$ cat src/verilog/lsd_pkg.sv
// Constants and carrier types for the link status and diagnostic registers.
package lsd_pkg;
    localparam int ADDR_W = 12;
    localparam int IDX_W = 10;
    // Register indices; the byte address is four times the index.
    localparam logic [IDX_W-1:0] IDX_BACKLINK_CTRL = 10'h049;
    localparam logic [IDX_W-1:0] IDX_LINK_GENERAL_FLAGS = 10'h052;
    localparam logic [IDX_W-1:0] IDX_INPUT_PIN_LEVELS = 10'h053;
    localparam logic [IDX_W-1:0] IDX_SELFTEST_FAIL_COUNT = 10'h054;
    localparam logic [IDX_W-1:0] IDX_CHECK_COUNT_LOW = 10'h055;
    localparam logic [IDX_W-1:0] IDX_CHECK_COUNT_HIGH = 10'h056;
    localparam logic [IDX_W-1:0] IDX_MONITOR_ALARM_FLAGS = 10'h057;
    localparam logic [IDX_W-1:0] IDX_PIN0_VOLTAGE_EXTREMES = 10'h058;
    localparam logic [IDX_W-1:0] IDX_PIN1_VOLTAGE_EXTREMES = 10'h059;
    localparam logic [IDX_W-1:0] IDX_PIN_DIRECTION = 10'h070;
    localparam logic [1:0] RESP_OKAY = 2'h0;
    localparam logic [1:0] RESP_SLVERR = 2'h2;
    // General flags field positions.
    localparam int GEN_REMOTE_LOCK = 6;
    localparam int GEN_LINK_LOST = 4;
    localparam int GEN_SELFTEST_FAIL = 3;
    localparam int GEN_PLL_LOCKED = 2;
    localparam int GEN_CHECK_ERR = 1;
    localparam int GEN_BACKLINK_VALID = 0;
    // Back-link control fields.
    localparam int CTRL_CHECK_CLEAR = 3;
    localparam int CTRL_SELFTEST_CLEAR = 5;
    localparam logic [7:0] CTRL_KEEP_MASK = 8'h17;
    localparam logic [7:0] CTRL_RESET = 8'h00;
    // Alarm flag positions.
    localparam int ALM_TEMP_OVER = 5;
    localparam int ALM_TEMP_UNDER = 4;
    localparam int ALM_PIN1_OVER = 3;
    localparam int ALM_PIN1_UNDER = 2;
    localparam int ALM_PIN0_OVER = 1;
    localparam int ALM_PIN0_UNDER = 0;
    // Voltage extremes fields.
    localparam int PEAK_LSB = 4;
    localparam int TROUGH_LSB = 0;
    localparam logic [2:0] PEAK_RESET = 3'h0;
    localparam logic [2:0] TROUGH_RESET = 3'h7;
    localparam logic [3:0] PIN_DIR_RESET = 4'hf;
    localparam logic [7:0] COUNT8_MAX = 8'hff;
    localparam logic [15:0] COUNT16_MAX = 16'hffff;

    typedef struct packed {
        logic remote_lock;
        logic backlink_valid;
        logic backlink_err;
        logic selftest_mode;
        logic fwd_highspeed_pll_locked;
    } lsd_link_s;

    typedef struct packed {
        logic sample_valid;
        logic [7:0] temp_reading;
        logic [7:0] temp_upper_limit;
        logic [7:0] temp_lower_limit;
        logic [2:0] pin0_reading;
        logic [2:0] pin0_upper_limit;
        logic [2:0] pin0_lower_limit;
        logic [2:0] pin1_reading;
        logic [2:0] pin1_upper_limit;
        logic [2:0] pin1_lower_limit;
    } lsd_sense_s;

    typedef struct packed {
        logic [3:0] pin_meta;
        logic [3:0] pin_sync;
        logic [3:0] input_pin_levels;
        logic [3:0] pin_dir;
        logic remote_lock;
        logic backlink_valid;
        logic pll_locked;
        logic link_lost;
        logic check_flag;
        logic selftest_fail_flag;
        logic [7:0] selftest_fail_count;
        logic [15:0] check_count;
        logic [5:0] alarms;
        logic [2:0] pin0_peak_reading;
        logic [2:0] pin0_trough_reading;
        logic [2:0] pin1_peak_reading;
        logic [2:0] pin1_trough_reading;
        logic [7:0] ctrl;
        logic aw_held;
        logic w_held;
        logic [ADDR_W-1:0] aw_addr;
        logic [7:0] w_data;
        logic w_lane0;
        logic awready;
        logic wready;
        logic bvalid;
        logic [1:0] bresp;
        logic arready;
        logic rvalid;
        logic [31:0] rdata;
        logic [1:0] rresp;
    } lsd_state_s;
endpackage : lsd_pkg

$ cat src/verilog/lsd_regs.sv
// Link status and diagnostic register bank behind an AXI4-Lite slave.
//
// Implementation choice: the AXI4-Lite interface to the registers.
`timescale 1ns/10ps

module lsd_regs
    import lsd_pkg::*;
(
    input wire logic aclk,
    input wire logic aresetn,
    input wire logic [ADDR_W-1:0] awaddr,
    input wire logic awvalid,
    output logic awready,
    input wire logic [31:0] wdata,
    input wire logic [3:0] wstrb,
    input wire logic wvalid,
    output logic wready,
    output logic [1:0] bresp,
    output logic bvalid,
    input wire logic bready,
    input wire logic [ADDR_W-1:0] araddr,
    input wire logic arvalid,
    output logic arready,
    output logic [31:0] rdata,
    output logic [1:0] rresp,
    output logic rvalid,
    input wire logic rready,
    input wire logic [3:0] gpio_pin,
    input wire lsd_link_s link_i,
    input wire lsd_sense_s sense_i
);

    lsd_state_s state_q;
    lsd_state_s state_d;

    // An index is mapped only when it matches one of the ten register indices.
    function automatic logic lsd_mapped(input logic [IDX_W-1:0] idx);
        unique case (idx)
            IDX_BACKLINK_CTRL, IDX_LINK_GENERAL_FLAGS, IDX_INPUT_PIN_LEVELS,
            IDX_SELFTEST_FAIL_COUNT, IDX_CHECK_COUNT_LOW,
            IDX_CHECK_COUNT_HIGH, IDX_MONITOR_ALARM_FLAGS,
            IDX_PIN0_VOLTAGE_EXTREMES, IDX_PIN1_VOLTAGE_EXTREMES,
            IDX_PIN_DIRECTION: lsd_mapped = 1'b1;
            default: lsd_mapped = 1'b0;
        endcase
    endfunction : lsd_mapped

    logic rd_fire;
    logic wr_fire;
    logic [IDX_W-1:0] rd_idx;
    logic [IDX_W-1:0] wr_idx;
    logic check_event;
    logic selftest_event;
    logic check_clear;
    logic selftest_clear;
    logic pll_loss;

    assign rd_fire = arvalid && state_q.arready;
    assign rd_idx = araddr[ADDR_W-1:2];
    assign wr_fire = state_q.aw_held && state_q.w_held && !state_q.bvalid;
    assign wr_idx = state_q.aw_addr[ADDR_W-1:2];
    // Errors during self-test go to the self-test counter only.
    assign check_event = link_i.backlink_err && link_i.backlink_valid
        && !link_i.selftest_mode;
    assign selftest_event = link_i.backlink_err && link_i.selftest_mode;
    assign pll_loss = state_q.pll_locked && !link_i.fwd_highspeed_pll_locked;
    assign check_clear = wr_fire && wr_idx == IDX_BACKLINK_CTRL
        && state_q.w_lane0 && state_q.w_data[CTRL_CHECK_CLEAR];
    assign selftest_clear = wr_fire && wr_idx == IDX_BACKLINK_CTRL
        && state_q.w_lane0 && state_q.w_data[CTRL_SELFTEST_CLEAR];

    always_comb begin
        logic [7:0] rv;
        logic rd_clear_ctrl;
        rv = 8'h00;
        rd_clear_ctrl = rd_fire && rd_idx == IDX_BACKLINK_CTRL;
        state_d = state_q;

        // Pins are asynchronous, so two flops precede any use.
        state_d.pin_meta = gpio_pin;
        state_d.pin_sync = state_q.pin_meta;
        for (int i = 0; i < 4; i++) begin
            if (state_q.pin_dir[i]) begin
                state_d.input_pin_levels[i] = state_q.pin_sync[i];
            end
        end
        state_d.remote_lock = link_i.remote_lock;
        state_d.backlink_valid = link_i.backlink_valid;
        state_d.pll_locked = link_i.fwd_highspeed_pll_locked;

        // Clears come first so that a same-cycle event still sets.
        if (rd_clear_ctrl || pll_loss) begin
            state_d.link_lost = 1'b0;
        end
        if (rd_clear_ctrl || check_clear) begin
            state_d.check_flag = 1'b0;
        end
        if (check_clear) begin
            state_d.check_count = 16'h0000;
        end
        if (selftest_clear) begin
            state_d.selftest_fail_count = 8'h00;
            state_d.selftest_fail_flag = 1'b0;
        end
        if (link_i.backlink_valid != state_q.backlink_valid) begin
            state_d.link_lost = 1'b1;
        end
        if (check_event) begin
            state_d.check_flag = 1'b1;
            if (state_d.check_count != COUNT16_MAX) begin
                state_d.check_count = state_d.check_count + 16'h0001;
            end
        end
        if (selftest_event) begin
            state_d.selftest_fail_flag = 1'b1;
            if (state_d.selftest_fail_count != COUNT8_MAX) begin
                state_d.selftest_fail_count =
                    state_d.selftest_fail_count + 8'h01;
            end
        end

        // Clear-on-read of alarms and extremes, then new samples on top.
        if (rd_fire && rd_idx == IDX_MONITOR_ALARM_FLAGS) begin
            state_d.alarms = 6'h00;
        end
        if (rd_fire && rd_idx == IDX_PIN0_VOLTAGE_EXTREMES) begin
            state_d.pin0_peak_reading = PEAK_RESET;
            state_d.pin0_trough_reading = TROUGH_RESET;
        end
        if (rd_fire && rd_idx == IDX_PIN1_VOLTAGE_EXTREMES) begin
            state_d.pin1_peak_reading = PEAK_RESET;
            state_d.pin1_trough_reading = TROUGH_RESET;
        end
        if (sense_i.sample_valid) begin
            if (sense_i.temp_reading > sense_i.temp_upper_limit) begin
                state_d.alarms[ALM_TEMP_OVER] = 1'b1;
            end
            if (sense_i.temp_reading < sense_i.temp_lower_limit) begin
                state_d.alarms[ALM_TEMP_UNDER] = 1'b1;
            end
            if (sense_i.pin1_reading > sense_i.pin1_upper_limit) begin
                state_d.alarms[ALM_PIN1_OVER] = 1'b1;
                if (sense_i.pin1_reading > state_d.pin1_peak_reading) begin
                    state_d.pin1_peak_reading = sense_i.pin1_reading;
                end
            end
            if (sense_i.pin1_reading < sense_i.pin1_lower_limit) begin
                state_d.alarms[ALM_PIN1_UNDER] = 1'b1;
                if (sense_i.pin1_reading < state_d.pin1_trough_reading) begin
                    state_d.pin1_trough_reading = sense_i.pin1_reading;
                end
            end
            if (sense_i.pin0_reading > sense_i.pin0_upper_limit) begin
                state_d.alarms[ALM_PIN0_OVER] = 1'b1;
                if (sense_i.pin0_reading > state_d.pin0_peak_reading) begin
                    state_d.pin0_peak_reading = sense_i.pin0_reading;
                end
            end
            if (sense_i.pin0_reading < sense_i.pin0_lower_limit) begin
                state_d.alarms[ALM_PIN0_UNDER] = 1'b1;
                if (sense_i.pin0_reading < state_d.pin0_trough_reading) begin
                    state_d.pin0_trough_reading = sense_i.pin0_reading;
                end
            end
        end

        // Write channel: address and data may arrive in either order.
        if (awvalid && state_q.awready) begin
            state_d.aw_held = 1'b1;
            state_d.aw_addr = awaddr;
        end
        if (wvalid && state_q.wready) begin
            state_d.w_held = 1'b1;
            state_d.w_data = wdata[7:0];
            state_d.w_lane0 = wstrb[0];
        end
        if (wr_fire) begin
            state_d.aw_held = 1'b0;
            state_d.w_held = 1'b0;
            state_d.bvalid = 1'b1;
            state_d.bresp = lsd_mapped(wr_idx) ? RESP_OKAY : RESP_SLVERR;
            // Only the two control words hold writable bits.
            if (state_q.w_lane0 && wr_idx == IDX_BACKLINK_CTRL) begin
                state_d.ctrl = state_q.w_data & CTRL_KEEP_MASK;
            end
            if (state_q.w_lane0 && wr_idx == IDX_PIN_DIRECTION) begin
                state_d.pin_dir = state_q.w_data[3:0];
            end
        end else if (state_q.bvalid && bready) begin
            state_d.bvalid = 1'b0;
        end
        state_d.awready = !state_d.aw_held;
        state_d.wready = !state_d.w_held;

        // Read channel: the answer is captured at the taking edge.
        unique case (rd_idx)
            IDX_BACKLINK_CTRL: rv = state_q.ctrl;
            IDX_LINK_GENERAL_FLAGS: begin
                rv[GEN_REMOTE_LOCK] = state_q.remote_lock;
                rv[GEN_LINK_LOST] = state_q.link_lost;
                rv[GEN_SELFTEST_FAIL] = state_q.selftest_fail_flag;
                rv[GEN_PLL_LOCKED] = state_q.pll_locked;
                rv[GEN_CHECK_ERR] = state_q.check_flag;
                rv[GEN_BACKLINK_VALID] = state_q.backlink_valid;
            end
            IDX_INPUT_PIN_LEVELS: rv = {4'h0, state_q.input_pin_levels};
            IDX_SELFTEST_FAIL_COUNT: rv = state_q.selftest_fail_count;
            IDX_CHECK_COUNT_LOW: rv = state_q.check_count[7:0];
            IDX_CHECK_COUNT_HIGH: rv = state_q.check_count[15:8];
            IDX_MONITOR_ALARM_FLAGS: rv = {2'h0, state_q.alarms};
            IDX_PIN0_VOLTAGE_EXTREMES: begin
                rv[PEAK_LSB +: 3] = state_q.pin0_peak_reading;
                rv[TROUGH_LSB +: 3] = state_q.pin0_trough_reading;
            end
            IDX_PIN1_VOLTAGE_EXTREMES: begin
                rv[PEAK_LSB +: 3] = state_q.pin1_peak_reading;
                rv[TROUGH_LSB +: 3] = state_q.pin1_trough_reading;
            end
            IDX_PIN_DIRECTION: rv = {4'h0, state_q.pin_dir};
            default: rv = 8'h00;
        endcase
        if (rd_fire) begin
            state_d.arready = 1'b0;
            state_d.rvalid = 1'b1;
            state_d.rdata = {24'h000000, rv};
            state_d.rresp = lsd_mapped(rd_idx) ? RESP_OKAY : RESP_SLVERR;
        end else if (state_q.rvalid && rready) begin
            state_d.rvalid = 1'b0;
            state_d.arready = 1'b1;
        end
    end

    always_ff @(posedge aclk) begin
        if (!aresetn) begin
            state_q <= '0;
            state_q.pin_dir <= PIN_DIR_RESET;
            state_q.backlink_valid <= 1'b1;
            state_q.pll_locked <= 1'b1;
            state_q.pin0_trough_reading <= TROUGH_RESET;
            state_q.pin1_trough_reading <= TROUGH_RESET;
            state_q.ctrl <= CTRL_RESET;
            state_q.awready <= 1'b1;
            state_q.wready <= 1'b1;
            state_q.arready <= 1'b1;
        end else begin
            state_q <= state_d;
        end
    end

    assign awready = state_q.awready;
    assign wready = state_q.wready;
    assign bvalid = state_q.bvalid;
    assign bresp = state_q.bresp;
    assign arready = state_q.arready;
    assign rvalid = state_q.rvalid;
    assign rdata = state_q.rdata;
    assign rresp = state_q.rresp;
endmodule : lsd_regs

$ cat config.mk
export PLATFORM = sky130hd
export DESIGN_NAME = lsd_regs
export DESIGN_NICKNAME = d
export VERILOG_FILES = /design/src/verilog/lsd_pkg.sv /design/src/verilog/lsd_regs.sv
export SDC_FILE = /design/constraint.sdc
export NUM_CORES = 1
export LEC_CHECK = 0
export BUFFER_PORTS_ARGS = -buffer_cell sky130_fd_sc_hd__buf_2
export CAP_MARGIN = 25
export CORE_MARGIN = 2
export CORE_UTILIZATION = 50
export DETAILED_ROUTE_END_ITERATION = 8
export GPL_TIMING_DRIVEN = 0
export PLACE_DENSITY_LB_ADDON = 0.12
export SLEW_MARGIN = 10
export SYNTH_ARGS = -nofsm -noshare
export SYNTH_HDL_FRONTEND = slang
export SYNTH_SLANG_ARGS = --single-unit
$ cat constraint.sdc
create_clock -name aclk -period 3.3 [get_ports aclk]
set_input_delay 0.165 -clock aclk [delete_from_list [all_inputs] [get_ports aclk]]
set_output_delay 0.165 -clock aclk [all_outputs]
set_load 0.005 [all_outputs]
==> results.tsv <==
stage	metric	value	unit
run_status	outcome	complete, no violations	
detailed_routing	Via Count	5677	
sta	fmax	315	MHz
critical_path	Critical path destination	state_q[103]	
critical_path	worst-path maximum fanout	10	
clocking	CTS tree	done	
hold_path	Hold/Removal Path Class	input port to register	
global_routing	gr usage total	25.6	%
clocking	CTS Hold Buffers Added	0	
place	GPL Wtd Cong	0.944	
yosys	yosys warns	0	
clocking	clock sink count	102	
layout	Finished Layout Cells	1000	
critical_path	Crit Path Class	register to register	
detailed_routing	Top Layer Used	met4	
hold_path	hold wc startpoint	link_i[0]	
global_routing	vias in the first global route	5351	
detailed_routing	First-pass DRT Iterations	5	
floorplanning	Starting Density	50.6	%
sta	slew margin rel.	36.2	%
clocking	TritonCTS buffer count	9	
floorplanning	io pins	160	
sta	clock period minus worst slack	3170	ps
yosys	Cell Area, Synth	0.00600	mm²
sta	setup TNS after final layout	0	ps
detailed_routing	wire per inst	16.3	µm
layout	nets	1004	
clocking	postcts setup bufs	0	
power	Pwr per Cell Area	395	mW/mm²
power	Pleak	0.00308	µW
critical_path	Worst Setup End Kind	register	
global_routing	largest net degree at the start of global routing	20	
detailed_routing	Post-Route WL	16.3	mm
critical_path	Critical Path AT	3450	ps
yosys	Cells after Synth	716	
yosys	synthesis-stage register bit count	102	
critical_path	R2R depth	10	
sta	Final period util	96.2	%
floorplanning	die area	0.0129	mm²
yosys	Post-synth EDFFs	0	
critical_path	reg2reg setup slack	130	ps
critical_path	reg-to-reg critical path endpoint	state_q[103]	
critical_path	CP required	3570	ps
global_routing	grt ovf	0	
yosys	Mean Syn Cell Area	8.38	µm²
layout	Area growth syn-to-layout	17.9	%
layout	fraction of layout cells with a size suffix above 1	20.8	%
sta	worst hold slack	13.9	ps
place	dpl hpwl	12.8	mm
sta	Max Clock Skew	7.38	ps
place	Post-Place Cells	984	
clocking	# H-tree levels	3	
sta	Pins Over Slew Limit	0	
detailed_routing	DRC	0	
power	Pwr Total	2790	µW
layout	Ant. Diodes	0	
floorplanning	Core Rows	40	
power	maximum resistive drop on vdd	0.386	mV
clocking	clock root buffer	clkbuf_16	
detailed_routing	DR WL met3	931	µm
floorplanning	Die Ht	114	µm
yosys	register area share after synthesis	34.0	%
clocking	Clock Path Buffers	2	
sta	Final Hold Viols	0	
critical_path	critical path launch point type	register	
sta	final setup fails	0	
critical_path	crit path launch	state_q[59]	
sta	Worst Tran Pin Value	943	ps
detailed_routing	met2 WL	7.66	mm
place	Buffers on Ports	95	
global_routing	initial antenna violation count	0	
detailed_routing	metal1 wirelength	7.35	mm
critical_path	RR Startpoint	state_q[59]	
global_routing	global-route wire length before repair	26.3	mm
floorplanning	core region area	0.0119	mm²
job	number of max-cap violations	0	
yosys	Yosys cell types	71	
detailed_routing	Via density	5.68	
yosys	async set-reset flop share out of synthesis	0	%
clocking	Clk Latency, worst-skew pair	350	ps
floorplanning	die width	114	µm
sta	RSZ-0062 raised after global routing	false	
yosys	prevailing post-synth register cell	dfxtp_1	
detailed_routing	post-route ant nets	0	
detailed_routing	DR iter-0 viols	418	
clocking	Worst-path clk slew	70	ps
how the worst min path moves through the flow:
| stage | endpoint | slack, ps | depth (start not counted) |
|---|---|---|---|
| after CTS | state_q[117] | 20 | 2 |
| after global routing | state_q[117] | 20 | 2 |
| after floorplan | state_q[117] | 270 | 1 |
| after detailed placement | state_q[117] | 370 | 2 |
| final | state_q[117] | 10 | 2 |
| after global placement | state_q[117] | 360 | 2 |
through the flow:
stage	util, %	instance area (µm²)	setup WS [ps]
after floorplan	-	6090	271
after global placement	56.9	6750	113
after detailed placement	57.0	6760	56.6
after CTS	59.5	7050	53.0
after global routing	59.6	7070	21.3
final	59.6	7070	125
cell type report:
| cell class | count | area, µm² |
|---|---|---|
| fillers | 1102 | 4790 |
| well taps | 147 | 184 |
| inverters | 35 | 131 |
| clock inverters | 7 | 63.8 |
| repair buffers | 96 | 487 |
| clock buffers | 9 | 225 |
| multi-input cells | 537 | 3530 |
| plain buffers | 67 | 405 |
| flip-flops and latches | 102 | 2040 |
state kept, by name (all words and copies together), names as in the netlist:
register	count
bvalid	1
wready	1
awready	1
state_d	4
rresp	1
rdata	8
rvalid	1
state_q	83
bresp	1
arready	1
what timing repair did:
action                                  CTS  global route
endpoints found under the setup margin    0             9
hold endpoints to repair                  0             0
gates resized for setup                   0             5
report_power, final:
part	internal (µW)	switching, µW	leakage, µW
Clock	528	514	0.000140
Combinational	191	235	0.00210
Sequential	1290	39.8	0.000834
cells in the final DEF, fill, tap and decap left out, drive strengths merged, types with 6 or more instances in the layout:
master / netlist / final
conb: 1 / 26
nand2b: 8 / 8
nor3b: 6 / 6
nand4: 14 / 14
or3: 7 / 7
inv: 34 / 38
nand2: 73 / 73
mux2i: 17 / 17
nor4: 9 / 9
nor2: 35 / 35
a21oi: 59 / 59
a22oi: 7 / 7
and4: 8 / 8
a32oi: 6 / 6
o211ai: 10 / 10
and2: 26 / 26
buf: 43 / 138
a21o: 9 / 9
a211oi: 7 / 7
dfxtp: 102 / 102
nor2b: 15 / 15
nor3: 11 / 11
clkbuf: 24 / 33
o21ai: 25 / 25
nand3: 29 / 29
nor4b: 6 / 6
and3: 11 / 11
ha: 37 / 37
per-layer routing:
layer | vias up | track usage (%)
met5 | - | 0
li1 | 2803 | -
met1 | 2652 | 33.8
met2 | 190 | 43.2
met3 | 32 | 3.93
met4 | 0 | 8.37
worst max-delay path: stages (launching register included):
cell and delay [ps]:
dfxtp_1 310, or4b_4 530, buf_6 150, or4_4 530
buf_6 160, and2_1 160, ha_1 230, and3_4 180
or3_4 360, or3_1 350, a21oi_1 140
kinds of logic after synthesis:
kind of cell,synth area share (%)
xor gates and xnor gates,1.02
buffers and inverters,8.95
and+or+nand+nor,26.3
DFF,34.0
other,0.0625
muxes,3.78
AOI/OAI and AO/OA,18.1
adders and majority gates,7.72
synth_stat cells (3+ instances only):
library cell  instances  area [µm²]
dfxtp_1             102        2040
nand2_1              72         270
a21oi_1              59         295
ha_1                 37         463
buf_4                36         270
nor2_1               35         131
inv_1                34         128
nand3_1              28         140
and2_1               25         156
o21ai_0              25         125
clkbuf_1             24        90.1
mux2i_1              17         170
nor2b_1              15        93.8
nand4_1              14        87.6
and3_1               11        68.8
nor3_1               11        55.1
o211ai_1             10        75.1
a21o_1                9        67.6
and4_1                8        70.1
nand2b_1              8        50.1
a211oi_1              7        52.6
a22oi_1               7        52.6
or3_1                 7        43.8
a32oi_1               6        52.6
nor3b_1               6        45.0
nor4_1                6        37.5
nor4b_1               6        52.6
mux2_2                5        56.3
o2111ai_1             5        43.8
o21a_1                5        37.5
a31oi_1               4        25.0
a32o_1                4        40.0
nand4b_1              4        35.0
xnor2_1               4        35.0
and3b_1               3        26.3
buf_2                 3        15.0
nor4_2                3        37.5
or4bb_1               3        33.8
xor2_1                3        26.3
No activity file was read; power rests on OpenSTA's default activity.
